--- config.mk ---
export PLATFORM = sky130hd
export DESIGN_NAME = mcs_sequencer
export DESIGN_NICKNAME = d
export VERILOG_FILES = /design/src/include/mcs_pkg.sv /design/src/mcs_sequencer.sv
export VERILOG_INCLUDE_DIRS = /design/src /design/src/include
export SDC_FILE = /design/constraint.sdc
export NUM_CORES = 1
export LEC_CHECK = 0
export ABC_AREA = 1
export BUFFER_PORTS_ARGS = -buffer_cell sky130_fd_sc_hd__buf_4
export CAP_MARGIN = 0
export CORE_MARGIN = 8
export CORE_UTILIZATION = 50
export CTS_BUF_LIST = sky130_fd_sc_hd__clkbuf_16
export CTS_CLUSTER_DIAMETER = 30
export DETAILED_ROUTE_END_ITERATION = 8
export PLACE_DENSITY = 0.76
export SLEW_MARGIN = 30
export SYNTH_ARGS = -nofsm -noshare
export SYNTH_HDL_FRONTEND = slang
export SYNTH_SLANG_ARGS = --single-unit
--- constraint.sdc ---
create_clock -name clock -period 7.91 [get_ports clock]
set_clock_uncertainty 0.1 [all_clocks]
set_input_delay 1.1865 -clock clock [delete_from_list [all_inputs] [get_ports clock]]
set_output_delay 1.1865 -clock clock [all_outputs]
set_load 0.1 [all_outputs]
--- src/include/mcs_defs.svh ---
// Purpose: Offsets, field positions, reset values and timing counts.
// Assumes: 40 MHz system clock and a 45 kHz conversion clock.
// Notes: Byte wide registers at byte offsets.
`ifndef MCS_DEFS_SVH
`define MCS_DEFS_SVH
// ----------------------------------------
// Register offsets
// ----------------------------------------
`define MCS_OFF_START 8'h40
`define MCS_OFF_STAT 8'h41
`define MCS_OFF_DFLT 8'h42
`define MCS_OFF_LIM0 8'h44
`define MCS_OFF_READ0 8'h20
`define MCS_OFF_SPEC 8'h7C
`define MCS_OFF_SETUP 8'h7F
// ----------------------------------------
// Field positions, reset values and fault reading
// ----------------------------------------
`define MCS_START_BIT 0
`define MCS_MODE_BIT 1
`define MCS_INTEN_BIT 2
`define MCS_SRST_BIT 7
`define MCS_AVG_RST 3'h2
`define MCS_LIM_RST 8'hFF
`define MCS_FAULT_VAL 8'h80
// ----------------------------------------
// Timing
// ----------------------------------------
`define MCS_CLK_HZ 40000000
`define MCS_CONV_HZ 45000
`define MCS_TICK_DIV (`MCS_CLK_HZ / `MCS_CONV_HZ)
`define MCS_TEMP_TICKS 96
`define MCS_VOLT_TICKS 68
`define MCS_WAIT_S 1
`define MCS_WAIT_TICKS (`MCS_WAIT_S * `MCS_CONV_HZ)
`endif

--- src/include/mcs_pkg.sv ---
// Purpose: Types shared by the conversion sequencer.
// Assumes: Nothing beyond the defines header.
// Notes: Sequencer states follow a Gray path.
package mcs_pkg;
  typedef enum logic [1:0] {
    MCS_IDLE = 2'h0,
    MCS_CONV = 2'h1,
    MCS_WAIT = 2'h3
  } mcs_state_t;

  // Register access strobe group from the serial slave.
  typedef struct packed {
    logic wr;
    logic rd;
    logic [7:0] addr;
    logic [7:0] wdata;
  } mcs_req_t;

  // Whole state of the sequencer except the reading registers.
  typedef struct packed {
    mcs_state_t state;
    logic start;
    logic mode;
    logic inten;
    logic [2:0] avg;
    logic [7:0][7:0] limit;
    logic [7:0] status;
    logic [1:0] dstatus;
    logic [7:0] viol;
    logic [1:0] dviol;
    logic [2:0] chan;
    logic [9:0] div;
    logic [6:0] ticks;
    logic [6:0] navg;
    logic [14:0] sum;
    logic [15:0] wait_cnt;
    logic [7:0] rdata;
    logic busy;
  } mcs_st_t;
endpackage : mcs_pkg

--- src/mcs_sequencer.sv ---
// Purpose: Conversion sequencer, averaging, limit compare and status.
// Assumes: Register strobes arrive decoded from the serial slave.
// Notes: Reading registers keep their contents across both resets.
//
// Functional notes
// Start bit write begins monitoring.
// Finished measurement lands in readable reading register.
// Compare readings with limits, flag status.
// Power-up resets all but reading registers.
// Self-clearing soft reset spares reading registers.
// One bit picks continuous or cycle mode.
// Timing counted in conversion clock periods.
// Temperature conversion takes 96 periods.
// Voltage conversion takes 68 periods.
// Cycle length is inputs times averages.
// Three-bit field selects averages, both modes.
// All averages finish before reading update.
// Top averaging bit forces 32 averages.
// Zero field: remotes 128, others 8.
// Field 001: remotes 16, others one.
// Field resets 010, giving 16 everywhere.
// Fixed input order, remote one first.
// Continuous mode loops immediately while started.
// Cycle mode idles one second between sequences.
// Tick enable divided from system clock.
`include "mcs_defs.svh"

module mcs_sequencer
  import mcs_pkg::*;
#(
  // Cycle-mode rest and conversion clock divider; a simulation may shorten both.
  parameter int WAIT_TICKS = `MCS_WAIT_TICKS,
  parameter int TICK_DIV = `MCS_TICK_DIV
) (
  // Clock and reset.
  input wire logic clock,
  input wire logic rst_n,
  // Register access.
  input wire mcs_req_t req,
  output logic [7:0] reg_rdata,
  // Analog front end.
  input wire logic [7:0] adc_sample,
  input wire logic [1:0] diode_fault,
  output logic [2:0] adc_chan,
  output logic conv_active
);
  mcs_st_t st;
  mcs_st_t next_st;
  logic [7:0][7:0] reading;
  logic [7:0][7:0] next_reading;
  logic tick;
  logic is_temp;
  logic remote;
  logic [2:0] shift;
  logic [6:0] len;
  logic sample;
  logic last_avg;
  logic [7:0] avg_val;
  logic [14:0] acc;
  logic rdiode;
  logic srst;

  // ----------------------------------------
  // Conversion tick and per-input settings
  // ----------------------------------------
  // A tick pulses once per conversion clock period.
  assign tick = (st.div == 10'(TICK_DIV - 1));
  // Inputs run remote one, ambient, supplies, core, remote two.
  assign remote = (st.chan == 3'h0) || (st.chan == 3'h7);
  assign is_temp = remote || (st.chan == 3'h1);
  assign rdiode = remote;
  // A setup write with the top bit set is a one-cycle soft reset.
  assign srst = req.wr && (req.addr == `MCS_OFF_SETUP) && req.wdata[`MCS_SRST_BIT];

  // Decode averaging from the top bit down into a shift count.
  always_comb begin
    if (st.avg[2]) begin
      shift = 3'h5;
    end else if (st.avg[1]) begin
      shift = 3'h4;
    end else if (st.avg[0]) begin
      shift = remote ? 3'h4 : 3'h0;
    end else begin
      shift = remote ? 3'h7 : 3'h3;
    end
  end

  // Conversion length depends on the kind of input.
  assign len = is_temp ? 7'(`MCS_TEMP_TICKS) : 7'(`MCS_VOLT_TICKS);
  assign sample = (st.state == MCS_CONV) && tick && (st.ticks == len - 7'h1);
  // Averages per input times inputs sets the cycle length.
  assign last_avg = (st.navg == 7'((8'h1 << shift) - 8'h1));
  assign acc = st.sum + {7'h0, adc_sample};
  assign avg_val = 8'(acc >> shift);

  // ----------------------------------------
  // Next state
  // ----------------------------------------
  // Handles register writes, sequencing, averaging and status.
  always_comb begin
    logic [7:0] rv;
    logic v;
    logic [7:0] sset;
    logic [1:0] dset;
    rv = 8'h0;
    v = 1'b0;
    sset = 8'h0;
    dset = 2'h0;
    next_st = st;
    next_reading = reading;
    next_st.div = tick ? 10'h0 : st.div + 10'h1;
    next_st.rdata = st.rdata;

    // Sequencer.
    case (st.state)
      MCS_IDLE: begin
        if (st.start) begin
          next_st.state = MCS_CONV;
          next_st.chan = 3'h0;
          next_st.ticks = 7'h0;
          next_st.navg = 7'h0;
          next_st.sum = 15'h0;
        end
      end
      MCS_CONV: begin
        if (tick) begin
          next_st.ticks = st.ticks + 7'h1;
        end
        if (sample) begin
          next_st.ticks = 7'h0;
          next_st.sum = acc;
          next_st.navg = st.navg + 7'h1;
          if (last_avg) begin
            // Reading only changes once all averages are in.
            rv = avg_val;
            if (rdiode && diode_fault[st.chan[2]]) begin
              rv = `MCS_FAULT_VAL;
              next_st.dstatus[st.chan[2]] = 1'b1;
              dset[st.chan[2]] = 1'b1;
            end
            next_reading[st.chan] = rv;
            v = (rv >= st.limit[st.chan]);
            next_st.viol[st.chan] = v;
            if (rdiode) begin
              next_st.dviol[st.chan[2]] = diode_fault[st.chan[2]];
            end
            if (v) begin
              next_st.status[st.chan] = 1'b1;
              sset[st.chan] = 1'b1;
            end
            next_st.navg = 7'h0;
            next_st.sum = 15'h0;
            next_st.chan = st.chan + 3'h1;
            if (st.chan == 3'h7) begin
              if (st.mode) begin
                next_st.state = MCS_WAIT;
                next_st.wait_cnt = 16'h0;
              end else begin
                next_st.chan = 3'h0;
              end
            end
          end
        end
      end
      MCS_WAIT: begin
        if (tick) begin
          next_st.wait_cnt = st.wait_cnt + 16'h1;
          if (st.wait_cnt == 16'(WAIT_TICKS - 1)) begin
            next_st.state = MCS_CONV;
            next_st.chan = 3'h0;
            next_st.ticks = 7'h0;
          end
        end
      end
      default: begin
        next_st.state = MCS_IDLE;
      end
    endcase

    // Clearing start stops monitoring at once.
    if (!st.start) begin
      next_st.state = MCS_IDLE;
    end

    // Register reads; a status read keeps only active causes.
    if (req.rd) begin
      if (req.addr == `MCS_OFF_START) begin
        next_st.rdata = {7'h0, st.start};
      end else if (req.addr == `MCS_OFF_STAT) begin
        next_st.rdata = st.status;
        // A set in the same cycle as the clearing read wins.
        next_st.status = st.viol | sset;
      end else if (req.addr == `MCS_OFF_DFLT) begin
        next_st.rdata = {6'h0, st.dstatus};
        next_st.dstatus = st.dviol | dset;
      end else if (req.addr == `MCS_OFF_SPEC) begin
        next_st.rdata = {st.avg, 2'h0, st.inten, st.mode, 1'b0};
      end else if (req.addr == `MCS_OFF_SETUP) begin
        next_st.rdata = 8'h0;
      end else if (req.addr[7:3] == 5'(`MCS_OFF_READ0 >> 3)) begin
        next_st.rdata = reading[req.addr[2:0]];
      end else if (req.addr >= `MCS_OFF_LIM0 && req.addr < `MCS_OFF_LIM0 + 8'h8) begin
        next_st.rdata = st.limit[3'(req.addr - `MCS_OFF_LIM0)];
      end else begin
        next_st.rdata = 8'h0;
      end
    end

    // Register writes.
    if (req.wr) begin
      if (req.addr == `MCS_OFF_START) begin
        next_st.start = req.wdata[`MCS_START_BIT];
      end else if (req.addr == `MCS_OFF_SPEC) begin
        next_st.avg = req.wdata[7:5];
        next_st.inten = req.wdata[`MCS_INTEN_BIT];
        next_st.mode = req.wdata[`MCS_MODE_BIT];
      end else if (req.addr >= `MCS_OFF_LIM0 && req.addr < `MCS_OFF_LIM0 + 8'h8) begin
        next_st.limit[3'(req.addr - `MCS_OFF_LIM0)] = req.wdata;
      end
    end

    // Registered copy of the converting state drives the activity pin.
    next_st.busy = (next_st.state == MCS_CONV);
  end

  // ----------------------------------------
  // State register
  // ----------------------------------------
  // Power-up and soft reset touch everything but the readings.
  always_ff @(posedge clock) begin
    st <= next_st;
    reading <= next_reading;
    if (!rst_n || srst) begin
      st.state <= MCS_IDLE;
      st.start <= 1'b0;
      st.mode <= 1'b0;
      st.inten <= 1'b0;
      st.avg <= `MCS_AVG_RST;
      st.limit <= {8{`MCS_LIM_RST}};
      st.status <= 8'h0;
      st.dstatus <= 2'h0;
      st.viol <= 8'h0;
      st.dviol <= 2'h0;
      st.chan <= 3'h0;
      st.div <= 10'h0;
      st.ticks <= 7'h0;
      st.navg <= 7'h0;
      st.sum <= 15'h0;
      st.wait_cnt <= 16'h0;
      st.rdata <= 8'h0;
      st.busy <= 1'b0;
    end
  end

  // Outputs straight from flip-flops.
  assign reg_rdata = st.rdata;
  assign adc_chan = st.chan;
  assign conv_active = st.busy;
endmodule : mcs_sequencer
# [Word-level counts from Yosys, hierarchy flattened]
# Index checks and enable logic that the tools add are counted.
[classes] n_eq_ne=23 bitwise_logic=6 n_mux=82 reduce_logical=28 n_lt_le_gt_ge=10 shifts=2 n_addsub=9
[ops] cell="8-bit two-way mux" count=22
[ops] cell="64-bit bitwise mux" count=2
[ops] cell="8-bit binary-select mux with 3-bit select" count=3
[ops] cell="8-bit demux with 3-bit select" count=2
[ops] cell="16-bit two-way mux" count=3
[ops] cell="23-bit two-way mux" count=2
[ops] cell="45-bit two-way mux" count=1
[ops] cell="22-bit case mux with 2 select lines" count=1
[ops] cell="8-bit by 7-bit == test with 1-bit output (second input constant)" count=5
[ops] cell="38-bit two-way mux" count=1
[ops] cell="16-bit case mux with 2 select lines" count=1
[ops] cell="2-bit two-way mux" count=15
[ops] cell="3-bit two-way mux" count=10
[ops] cell="29-bit two-way mux" count=1
[ops] cell="7-bit two-way mux" count=3
[ops] cell="7-bit case mux with 3 select lines" count=1
[ops] cell="10-bit two-way mux" count=2
[ops] cell="20-bit two-way mux" count=1
[ops] cell="16-bit by 1-bit adder with 16-bit output (second input constant)" count=1
[ops] cell="16-bit == test (second input constant)" count=1
[ops] cell="8-bit bitwise OR" count=2
[ops] cell="15-bit by 8-bit adder with 15-bit output" count=1
[ops] cell="15-bit by 3-bit >> shifter with 8-bit output" count=1
[ops] cell="7-bit by 1-bit adder with 7-bit output (second input constant)" count=2
[ops] cell="45 further kinds" count=76
[word_totals] input_bits=30 register_bits=223

# [Depth between registers and ports, before layout]
# Gate-level depths: netlist of the first run.
[depth] ltp_word=21 ltp_mapped=22 ltp_nobuf=22

# [Least setup slack after synthesis of the first run]
# No wires, ideal clock.
[synth_path] kind="input to register" startpoint="input adc_sample[0]" endpoint="register st[69] (netlist name)" t_arrival_ns=4.208 setup_ns=0.133 stages=21 slack_ns=3.469 required_ns=7.677 path_buffers=0 path_cell_list="ha_1 -> inv_1 -> fa_1 -> inv_1 -> nand2_1 -> o21ai_0 -> nand2_1 -> nand3_1 -> nand2_1 -> nor2_1 -> xor2_1 -> nand3b_1 -> nand2_1 -> a21oi_1 -> ha_1 -> nand2_1 -> nor2_1 -> nand4_1 -> o2111ai_1 -> nand3_1 -> a21oi_1"
[synth_via] elab_chain_cells=8
[synth_lines] item="from (decl)" line_no="mcs_sequencer.sv:42" rtl="input wire logic [7:0] adc_sample,"
[synth_lines] item="15-bit by 8-bit adder with 15-bit output" line_no="mcs_sequencer.sv:93" rtl="assign acc = st.sum + {7'h0, adc_sample};"
[synth_lines] item="15-bit by 3-bit >> shifter with 8-bit output" line_no="mcs_sequencer.sv:94" rtl="assign avg_val = 8'(acc >> shift);"
[synth_lines] item="8-bit two-way mux" line_no="mcs_sequencer.sv:136" rtl="if (rdiode && diode_fault[st.chan[2]]) begin"
[synth_lines] item="8-bit two-way mux" line_no="mcs_sequencer.sv:133" rtl="if (last_avg) begin"
[synth_lines] item="8-bit two-way mux" line_no="mcs_sequencer.sv:129" rtl="if (sample) begin"
[synth_lines] item="8-bit two-way mux" line_no="mcs_sequencer.sv:115" rtl="case (st.state)"
[synth_lines] item="8-bit greater-or-equal comparator" line_no="mcs_sequencer.sv:142" rtl="v = (rv >= st.limit[st.chan]);"
[synth_lines] item="8-bit bitwise mux" line_no="mcs_sequencer.sv:143" rtl="next_st.viol[st.chan] = v;"
[synth_lines] item="to (signal assigned)" line_no="mcs_sequencer.sv:231" rtl="st <= next_st;"
[synth_lines] item="to (decl)" line_no="mcs_sequencer.sv:47" rtl="mcs_st_t st;"
# No other way between the ends. The select of a mux whose other input is x is not followed.
# A chain may end at the register's enable or synchronous reset.

# [Worst setup path after layout of the first run]
[layout_path] startpoint="input adc_sample[0]" endpoint="register st[72] (netlist name)"
# The elaborated chain is that of the path after synthesis.

==> flow_metrics.tcl, run 1 <==
set metrics [dict create \
    rsz0062_at_grt "no" \
    grt_max_degree 74 \
    routed_wl_um 34000 \
    drtAntennaViolNets 0 \
    finalSetupViolCount 0 \
    area_growth_pct 17.2 \
    synth_edf_count 64 \
    cp-end-kind "flop" \
    synth_seq_cells 223 \
    synth_cells 1548 \
    initial_utilization_pct 50.8 \
    h-tree-depth 2 \
    antenna_found_initial 0 \
    dp.cells 1847 \
    instances_no_fill 1933 \
    track_usage_pct 23.1 \
    max_cap_viol_count 0 \
    antenna_cells 0 \
    cts_tree "built" \
    nNetsFinal 1633 \
    clockRootBuffer "clkbuf_16" \
    yosysTopAreaCellShare_pct 26.8 \
    grt_pass1_vias 10800 \
    status "finished clean" \
    path_delay_family "compound AO/OA/AOI/OAI gates" \
    p_leak_nw 5.98 \
    port_buffers 41 \
    async_reset_ff_share_pct 0 \
    synthTopCellsByCount "424 x nand2_1, 159 x dfxtp_1, 132 x inv_1" \
    numCtsBuffers 47 \
    ys.flop_type "dfxtp_1" \
    drive_gt1_share_pct 11.5 \
    critPathSlowestCell "a21oi_1" \
    overflow 0 \
    start_kind "input port" \
    hold_violations 0 \
    path_class "in2reg" \
    dieArea_mm2 0.0290 \
    drc 0 \
    max_stage_delay_ns 0.56 \
    post_cts_resized 0 \
    report.final.slew_viol_count 0 \
    drt_first_pass_iters 5 \
    rows 56 \
    ys_warn_count 0 \
    timing.final.crit_share_pct 62.9 \
    avgSynthCellArea_um2 7.68 \
    yosysTopAreaCell "dfxtp_1" \
    cp_data_arrival_time_ns 5.26 \
    worst-slew-pin-transition_ns 1.00 \
    peakVddDrop_v 0.000166 \
    gp_congestion 0.956 \
    cts_hold_buffers 0 \
    clock_path_buffers 3 \
    synth.yosys.seq_area_share_pct 43.0 \
    clkSinkCount 223 \
    synth_area_mm2 0.0119 \
    synth_area_leaders "dfxtp_1 27%, edfxtp_1 16%, nand2_1 13%, nand3_1 5.0%, o211ai_1 4.5%" \
    synth.distinct_cells 60 \
    wire_per_inst_um 17.6 \
    synth_most_common_cell "nand2_1" \
    power.density_mw_per_mm2 234 \
    syn_nets 1604 \
    cp_common_cell "nand2_1" \
    max_freq_ghz 0.201 \
    period_needed_ns 4.97 \
    post-dp-hpwl_um 22200 \
    vias 11200 \
    min_path_type "reg2reg" \
    vias_per_cell 5.82 \
    die_h_um 170 \
    core_mm2 0.0234 \
    cp_max_fo 9 \
    clk_pin_slew_ns 0.05 \
    clk_latency_ns 0.55 \
    ios 42 \
    path_cells "buf_4 > ha_1 > inv_1 > fa_1 > inv_1 > nand2_1 > o21ai_0 > nand2_1 > nand3_1 > nand2_1 > nor2_1 > xor2_1 > nand3b_1 > nand2_1 > a21oi_1 > ha_1 > nand2_1 > nor2_1 > nand4_1 > o2111ai_1 > nand3_1 > a21oi_1" \
    finalSetupTns_ns 0 \
    grt_pass1_wl_um 54200 \
    first_iter_violations 1276 \
    maxSlewHeadroom_pct 32.8 \
    cts_setup_buffers 0 \
    worst-path-buf-inv 3 \
    dieWidth_um 170 \
    required_ns 8.20 \
]
cells by family (layout without fill, tap and decap cells):
logic type	after synthesis	count (layout)	synth area share [%]
buf+inv	219	285	7.54
mux	7	7	0.590
simple gates	749	749	28.4
fa+ha+maj	26	26	2.80
compound gates	299	299	15.9
xor+xnor	24	24	1.77
flops	223	223	43.0
other cells	1	1	0.0316
report_power, final:
part | leakage [nW] | total, mW | internal, mW | switching (mW)
Combinational | 3.34 | 0.129 | 0.0359 | 0.0931
Sequential | 1.87 | 1.18 | 1.18 | 0.00209
Clock | 0.774 | 1.95 | 1.31 | 0.649
placed cells by master, fill, tap and decap left out, types with 5 or more instances in the layout:
| cell | netlist | final |
|---|---|---|
| inv_2 | 10 | 11 |
| edfxtp_1 | 64 | 64 |
| inv_6 | 0 | 5 |
| mux2i_1 | 7 | 7 |
| o22ai_1 | 5 | 5 |
| clkinv_2 | 0 | 6 |
| nor3_1 | 23 | 23 |
| o211ai_1 | 72 | 72 |
| clkinvlp_4 | 0 | 6 |
| clkinv_1 | 9 | 15 |
| o221ai_1 | 31 | 31 |
| buf_4 | 12 | 48 |
| nor2_1 | 89 | 87 |
| dfxtp_1 | 159 | 159 |
| inv_1 | 132 | 132 |
| nand3_1 | 118 | 118 |
| nand2_2 | 6 | 7 |
| clkbuf_16 | 0 | 48 |
| nand4_1 | 38 | 38 |
| nand2_1 | 424 | 423 |
| ha_1 | 25 | 25 |
| nor4_1 | 7 | 7 |
| a21oi_1 | 107 | 107 |
| nor2_4 | 6 | 6 |
| a22oi_1 | 6 | 6 |
| nor2_2 | 8 | 10 |
| a31oi_1 | 8 | 8 |
| bufinv_16 | 0 | 6 |
| xor2_1 | 20 | 20 |
| clkinv_4 | 0 | 7 |
| o21ai_0 | 51 | 51 |
sequential cells by signal, summed over array words and instances, names as in the netlist:
signal and count:
adc_chan 3, reg_rdata 8, st 147, conv_active 1, reading 64
final timing paths:
| check | from | to | slack [ns] | cells past startpoint |
|---|---|---|---|---|
| setup reg to reg | st[25] | st[72] | 3.33 | 21 |
| setup / recovery | adc_sample[0] | st[72] | 2.94 | 22 |
| hold reg to reg | st[54] | st[54] | 0.35 | 1 |
| hold / removal | st[54] | st[54] | 0.35 | 1 |
per-layer routing:
| layer | global-route usage (%) | vias up | share of wire (%) |
|---|---|---|---|
| li1 | - | 5390 | - |
| met1 | 28.5 | 5207 | 40 |
| met2 | 38.5 | 538 | 47 |
| met3 | 4.15 | 107 | 8.5 |
| met4 | 11.2 | 0 | 3.9 |
| met5 | 0 | - | 0 |
metrics by stage:
stage	setup slack (ns)	total power [mW]	hold slack (ns)	cell area, um^2	utilization (%)
3_5_place_dp	2.45	1.33	0.339	12300	52.6
6_report	2.94	3.26	0.354	13900	59.5
4_1_cts	3.01	3.27	0.358	13900	59.5
5_1_grt	2.54	3.35	0.380	13900	59.5
3_3_place_gp	2.73	1.32	0.329	12300	52.6
2_1_floorplan	3.47	1.28	0.318	11900	-
layout make-up:
type / count / area [um^2]
Clock buffer: 48 / 1200
Clock inverter: 38 / 403
Fill cell: 2092 / 9470
Inverter: 151 / 567
Multi-Input combinational cell: 1106 / 5890
Sequential cell: 223 / 5100
Tap cell: 319 / 399
Timing Repair Buffer: 48 / 360
Note: power is estimated with default switching activity, not from simulation.
==> inputs of run 2 (changes only) <==
==> constraint.sdc (replaced) <==
create_clock -name clock -period 5.1 [get_ports clock]
set_clock_uncertainty 0.1 [all_clocks]
set_input_delay 0.765 -clock clock [delete_from_list [all_inputs] [get_ports clock]]
set_output_delay 0.765 -clock clock [all_outputs]
set_load 0.1 [all_outputs]
==> run 2 against run 1 <==
  * Flip-flop and latch count unchanged
  * Count of clock-buffer cells in the layout increased by 3
  * Clock power increased by 71%
  * Routed wire length decreased by 0.44%
  * Utilization increased by 0.78 points
  * Total power increased by 64%
  * Critical path depth decreased by 4
  * Worst setup slack got worse by 2.3 ns
  * Critical endpoint is now st[70]
==> flow_metrics.tcl, run 2 (synthesis gave the netlist of run 1 again) <==
set metrics [dict create \
    power_frac_comb_pct 3.7 \
    path_class "reg2reg" \
    hold_violations 0 \
    cp_max_fo 9 \
    wire_per_inst_um 17.4 \
    status "finished clean" \
    gp_congestion 0.950 \
    layout_common_cells "423 x nand2_1, 159 x dfxtp_1, 132 x inv_1" \
    grt_pass1_vias 10700 \
    cts_setup_buffers 0 \
    mostFrequentLayoutCell "nand2_1" \
    port_buffers 41 \
    cts_tree "built" \
    power.switching_mw 1.24 \
    rows 56 \
    worst-path-buf-inv 2 \
    clkSinkCount 223 \
    cp_common_cell "nand2_1" \
    critPathSlowestCell "o2111ai_1" \
    largest_reg_flops 147 \
    drc 0 \
    antenna_found_initial 0 \
    internal_power_mw 4.13 \
    max_freq_ghz 0.225 \
    ios 42 \
    seqCellArea_mm2 0.00510 \
    path_delay_family "compound AO/OA/AOI/OAI gates" \
    drtAntennaViolNets 0 \
    power.density_mw_per_mm2 380 \
    numCtsBuffers 50 \
    multi_input_area_mm2 0.00590 \
    dieWidth_um 170 \
    regMostFlops "st" \
    overflow 0 \
    period_needed_ns 4.44 \
    vias 11200 \
    instances_no_fill 1942 \
    clk_latency_ns 0.56 \
    dieArea_mm2 0.0290 \
    required_ns 5.49 \
    worst-slew-pin-transition_ns 0.979 \
    maxSlewHeadroom_pct 34.5 \
    min_path_type "reg2reg" \
    finalSetupViolCount 0 \
    p_leak_nw 6.07 \
    post-dp-hpwl_um 22200 \
    dp.cells 1850 \
    finalSetupTns_ns 0 \
    track_usage_pct 23.1 \
    drive_gt1_share_pct 11.8 \
    clkPwrFrac_pct 62.2 \
    die_h_um 170 \
    timing.final.crit_share_pct 87.1 \
    cts_hold_buffers 0 \
    area_growth_pct 18.8 \
    vias_per_cell 5.78 \
    clk_pin_slew_ns 0.05 \
    h-tree-depth 2 \
    drt_first_pass_iters 6 \
    power_frac_seq_pct 34.1 \
    clock_path_buffers 3 \
    post_cts_resized 0 \
    cp-end-kind "flop" \
    max_stage_delay_ns 0.70 \
    peakVddDrop_v 0.000261 \
    antenna_cells 0 \
    rsz0062_at_grt "no" \
    sw_frac_of_total_pct 23.1 \
    path_cells "ha_1 > inv_1 > fa_1 > inv_1 > nand2_1 > o21ai_0 > nand2_1 > nand3_1 > nand2_1 > xor2_1 > nand2_1 > nand3_1 > nand3_1 > ha_1 > nand2_1 > o2111ai_1 > nand3_1 > a21oi_1" \
    first_iter_violations 1323 \
    routed_wl_um 33900 \
    clockRootBuffer "clkbuf_16" \
    grt_pass1_wl_um 54100 \
    max_cap_viol_count 0 \
    fill_cells 2067 \
    cp_data_arrival_time_ns 4.83 \
    grt_max_degree 72 \
    initial_utilization_pct 50.8 \
    nNetsFinal 1639 \
    report.final.slew_viol_count 0 \
    start_kind "flop" \
    core_mm2 0.0234 \
]
run 2: power groups by stage:
stage / registers, mW / logic, mW / clock network (mW)
after floorplan: 1.86 / 0.128 / 0
after global placement: 1.86 / 0.190 / 0
after detailed placement: 1.86 / 0.193 / 0
after CTS: 1.83 / 0.194 / 3.36
after global routing: 1.83 / 0.213 / 3.46
final: 1.83 / 0.197 / 3.34
run 2: path summary, 6_finish.rpt:
kind,start,to,slack [ns],cells past startpoint
worst max register to register,st[25],st[70],0.66,18
worst min-delay path,st[54],st[54],0.35,1
worst max-delay path,st[25],st[70],0.66,18
worst min register to register,st[54],st[54],0.35,1
run 2: worst register-to-register path, stage by stage (launching register included):
cell	delay, ns
dfxtp_1	0.33
ha_1	0.19
inv_1	0.06
fa_1	0.39
inv_1	0.07
nand2_1	0.04
o21ai_0	0.35
nand2_1	0.10
nand3_1	0.12
nand2_1	0.11
xor2_1	0.31
nand2_1	0.12
nand3_1	0.10
nand3_1	0.34
ha_1	0.45
nand2_1	0.07
o2111ai_1	0.70
nand3_1	0.22
a21oi_1	0.19
run 2: metal layers:
| layer | vias to the layer above | wire length (um) | track usage [%] |
|---|---|---|---|
| met4 | 0 | 1490 | 11.6 |
| li1 | 5395 | - | - |
| met5 | - | 0 | 0 |
| met1 | 5211 | 13900 | 27.8 |
| met2 | 506 | 15600 | 37.7 |
| met3 | 122 | 2910 | 5.98 |
run 2: area by class of cell:
cell class / count / share of cell area (%)
clock buffer: 51 / 9.04
clock inverter: 41 / 3.44
inverter: 151 / 4.02
multi-input combinational: 1106 / 41.8
sequential: 223 / 36.2
tap: 319 / 2.83
timing repair buffer: 51 / 2.71
run 2: per-stage QoR:
stage | hold slack, ns | power [mW] | setup slack [ns] | utilization (%) | instance area [um^2]
finish | 0.347 | 5.36 | 0.658 | 60.3 | 14100
global route | 0.362 | 5.50 | 0.368 | 60.3 | 14100
CTS | 0.345 | 5.38 | 0.789 | 60.2 | 14100
detailed placement | 0.343 | 2.06 | 0.301 | 52.7 | 12300
global placement | 0.328 | 2.05 | 0.435 | 52.7 | 12300
floorplan | 0.318 | 1.99 | 1.08 | - | 11900
==> inputs of run 3 (changes only) <==
--- a/config.mk
+++ b/config.mk
@@ -15,6 +15,7 @@
 export CTS_CLUSTER_DIAMETER = 30
 export DETAILED_ROUTE_END_ITERATION = 8
 export PLACE_DENSITY = 0.76
+export REMOVE_ABC_BUFFERS = 1
 export SLEW_MARGIN = 30
 export SYNTH_ARGS = -nofsm -noshare
 export SYNTH_HDL_FRONTEND = slang
==> constraint.sdc (replaced) <==
create_clock -name clock -period 5.1 [get_ports clock]
set_clock_uncertainty 0.1 [all_clocks]
set_input_delay 0.765 -clock clock [delete_from_list [all_inputs] [get_ports clock]]
set_output_delay 0.765 -clock clock [all_outputs]
set_load 0.05 [all_outputs]
==> run 3 against run 2 <==
  * First-iteration DRC count down 5.1%
  * Hold slack lost 0.0018 ns
  * Utilization decreased by 0.84 points
  * Register-to-register slack improved by 0.12 ns
  * Largest cell class unchanged
==> flow_metrics.tcl, run 3 (synthesis gave the netlist of run 1 again) <==
set metrics [dict create \
    vias 11200 \
    min_path_type "reg2reg" \
    layout_common_cells "423 x nand2_1, 159 x dfxtp_1, 139 x inv_1" \
    r2r_slack_ns 0.78 \
    path_class "reg2reg" \
    h-tree-depth 2 \
    cts_hold_buffers 0 \
    status "finished clean" \
    routed_wl_um 33600 \
    report.final.slew_viol_count 0 \
    core_mm2 0.0234 \
    rr_endpoint "st[85]" \
    r2r_start "st[25]" \
    period_needed_ns 4.32 \
    wire_per_inst_um 17.3 \
    cp_data_arrival_time_ns 4.58 \
    vias_per_cell 5.78 \
    nNetsFinal 1641 \
    max_cap_viol_count 0 \
    grt_max_degree 72 \
    grt_pass1_wl_um 54400 \
    cp_max_fo 9 \
    die_h_um 170 \
    power.total_mw 4.93 \
    overflow 0 \
    clock_path_buffers 3 \
    rsz0062_at_grt "no" \
    required_ns 5.36 \
    first_iter_violations 1256 \
    initial_utilization_pct 50.8 \
    largest_reg_flops 147 \
    hold_violations 0 \
    worst_hold_path.num_cells 1 \
    antenna_cells 0 \
    drc 0 \
    cp-end-kind "flop" \
    antenna_found_initial 0 \
    dieWidth_um 170 \
    peakVddDrop_v 0.000279 \
    max_freq_ghz 0.232 \
    holdWs_ns 0.346 \
    post-dp-hpwl_um 22200 \
    cts_tree "built" \
    instances_no_fill 1941 \
    regMostFlops "st" \
    dieArea_mm2 0.0290 \
    start_kind "flop" \
    cts_setup_buffers 0 \
    grt_pass1_vias 10800 \
    finalSetupViolCount 0 \
    clkSinkCount 223 \
    numCtsBuffers 47 \
    worst-slew-pin-transition_ns 0.924 \
    p_leak_nw 6.02 \
    timing.final.crit_share_pct 84.7 \
    ios 42 \
    power.density_mw_per_mm2 354 \
    r2r_cells 22 \
    drtAntennaViolNets 0 \
    rows 56 \
    port_buffers 41 \
    dp.cells 1855 \
    design_area_mm2 0.0139 \
    mostFrequentLayoutCell "nand2_1" \
    clk_pin_slew_ns 0.05 \
    finalSetupTns_ns 0 \
    post_cts_resized 0 \
    drive_gt1_share_pct 11.5 \
    clk_latency_ns 0.53 \
    gp_congestion 0.892 \
    hp-start "st[54]" \
    maxSlewHeadroom_pct 38.2 \
    track_usage_pct 22.9 \
    area_growth_pct 17.1 \
    clockRootBuffer "clkbuf_16" \
    drt_first_pass_iters 9 \
    place_area_mm2 0.0124 \
    holdPathEnd "st[54]" \
]
[run 3: cell types whose count changed in the layout (fill, tap and decap cells not counted), moves of 2 or more]
cell,before,now
inv_6,11,2
inv_1,132,139
buf_4,51,56
clkbuf_16,51,47
clkinv_4,2,6
bufinv_16,8,5
clkinv_2,4,7
clkinv_8,2,0
clkinvlp_4,7,5
[run 3: routing by layer]
| metal | share of wire, % | global-route usage (%) |
|---|---|---|
| met2 | 45 | 36.0 |
| met3 | 9.1 | 5.40 |
| met4 | 4.0 | 11.5 |
| met5 | 0 | 0 |
| met1 | 42 | 29.2 |
[run 3: per-stage QoR]
step	util, %	setup WS [ns]
floorplan	-	0.168
global placement	52.9	0.406
detailed placement	52.9	0.296
CTS	59.4	0.745
global route	59.5	0.280
finish	59.5	0.782
[run 3: final cells by class]
type | instances | area, um^2
multi-input combinational | 1106 | 5900
timing repair buffer | 56 | 420
inverter | 151 | 567
tap | 319 | 399
clock inverter | 39 | 345
clock buffer | 47 | 1180
sequential | 223 | 5100
fill | 2039 | 9490
[run 3: worst max path at each step]
stage | start | endpoint | depth (start not counted)
after floorplan | adc_chan[0] | reading[10] | 17
after global placement | adc_sample[0] | st[69] | 23
after detailed placement | adc_sample[0] | st[76] | 23
after CTS | st[25] | st[85] | 22
after global routing | st[25] | st[85] | 22
final | st[25] | st[85] | 22
[run 3: critical path, stage by stage, from the launching register on]
cell and delay (ns):
dfxtp_1 0.33, ha_1 0.22, inv_1 0.07, fa_1 0.39
inv_1 0.07, nand2_1 0.04, o21ai_0 0.31, nand2_1 0.10
nand3_1 0.12, nand2_1 0.12, xor2_1 0.20, nand2_1 0.08
nand3_1 0.07, nand2_1 0.07, nand2_1 0.04, nor2_1 0.56
ha_1 0.35, nand2_1 0.08, nor2_1 0.06, nand4_1 0.07
o2111ai_1 0.34, nand3_1 0.24, a21oi_1 0.11
[run 3: report_power, final]
group	switching, mW	internal (mW)	total (mW)
combinational	0.139	0.0574	0.196
sequential	0.00328	1.83	1.83
clock	0.977	1.92	2.90
total	1.12	3.81	4.93
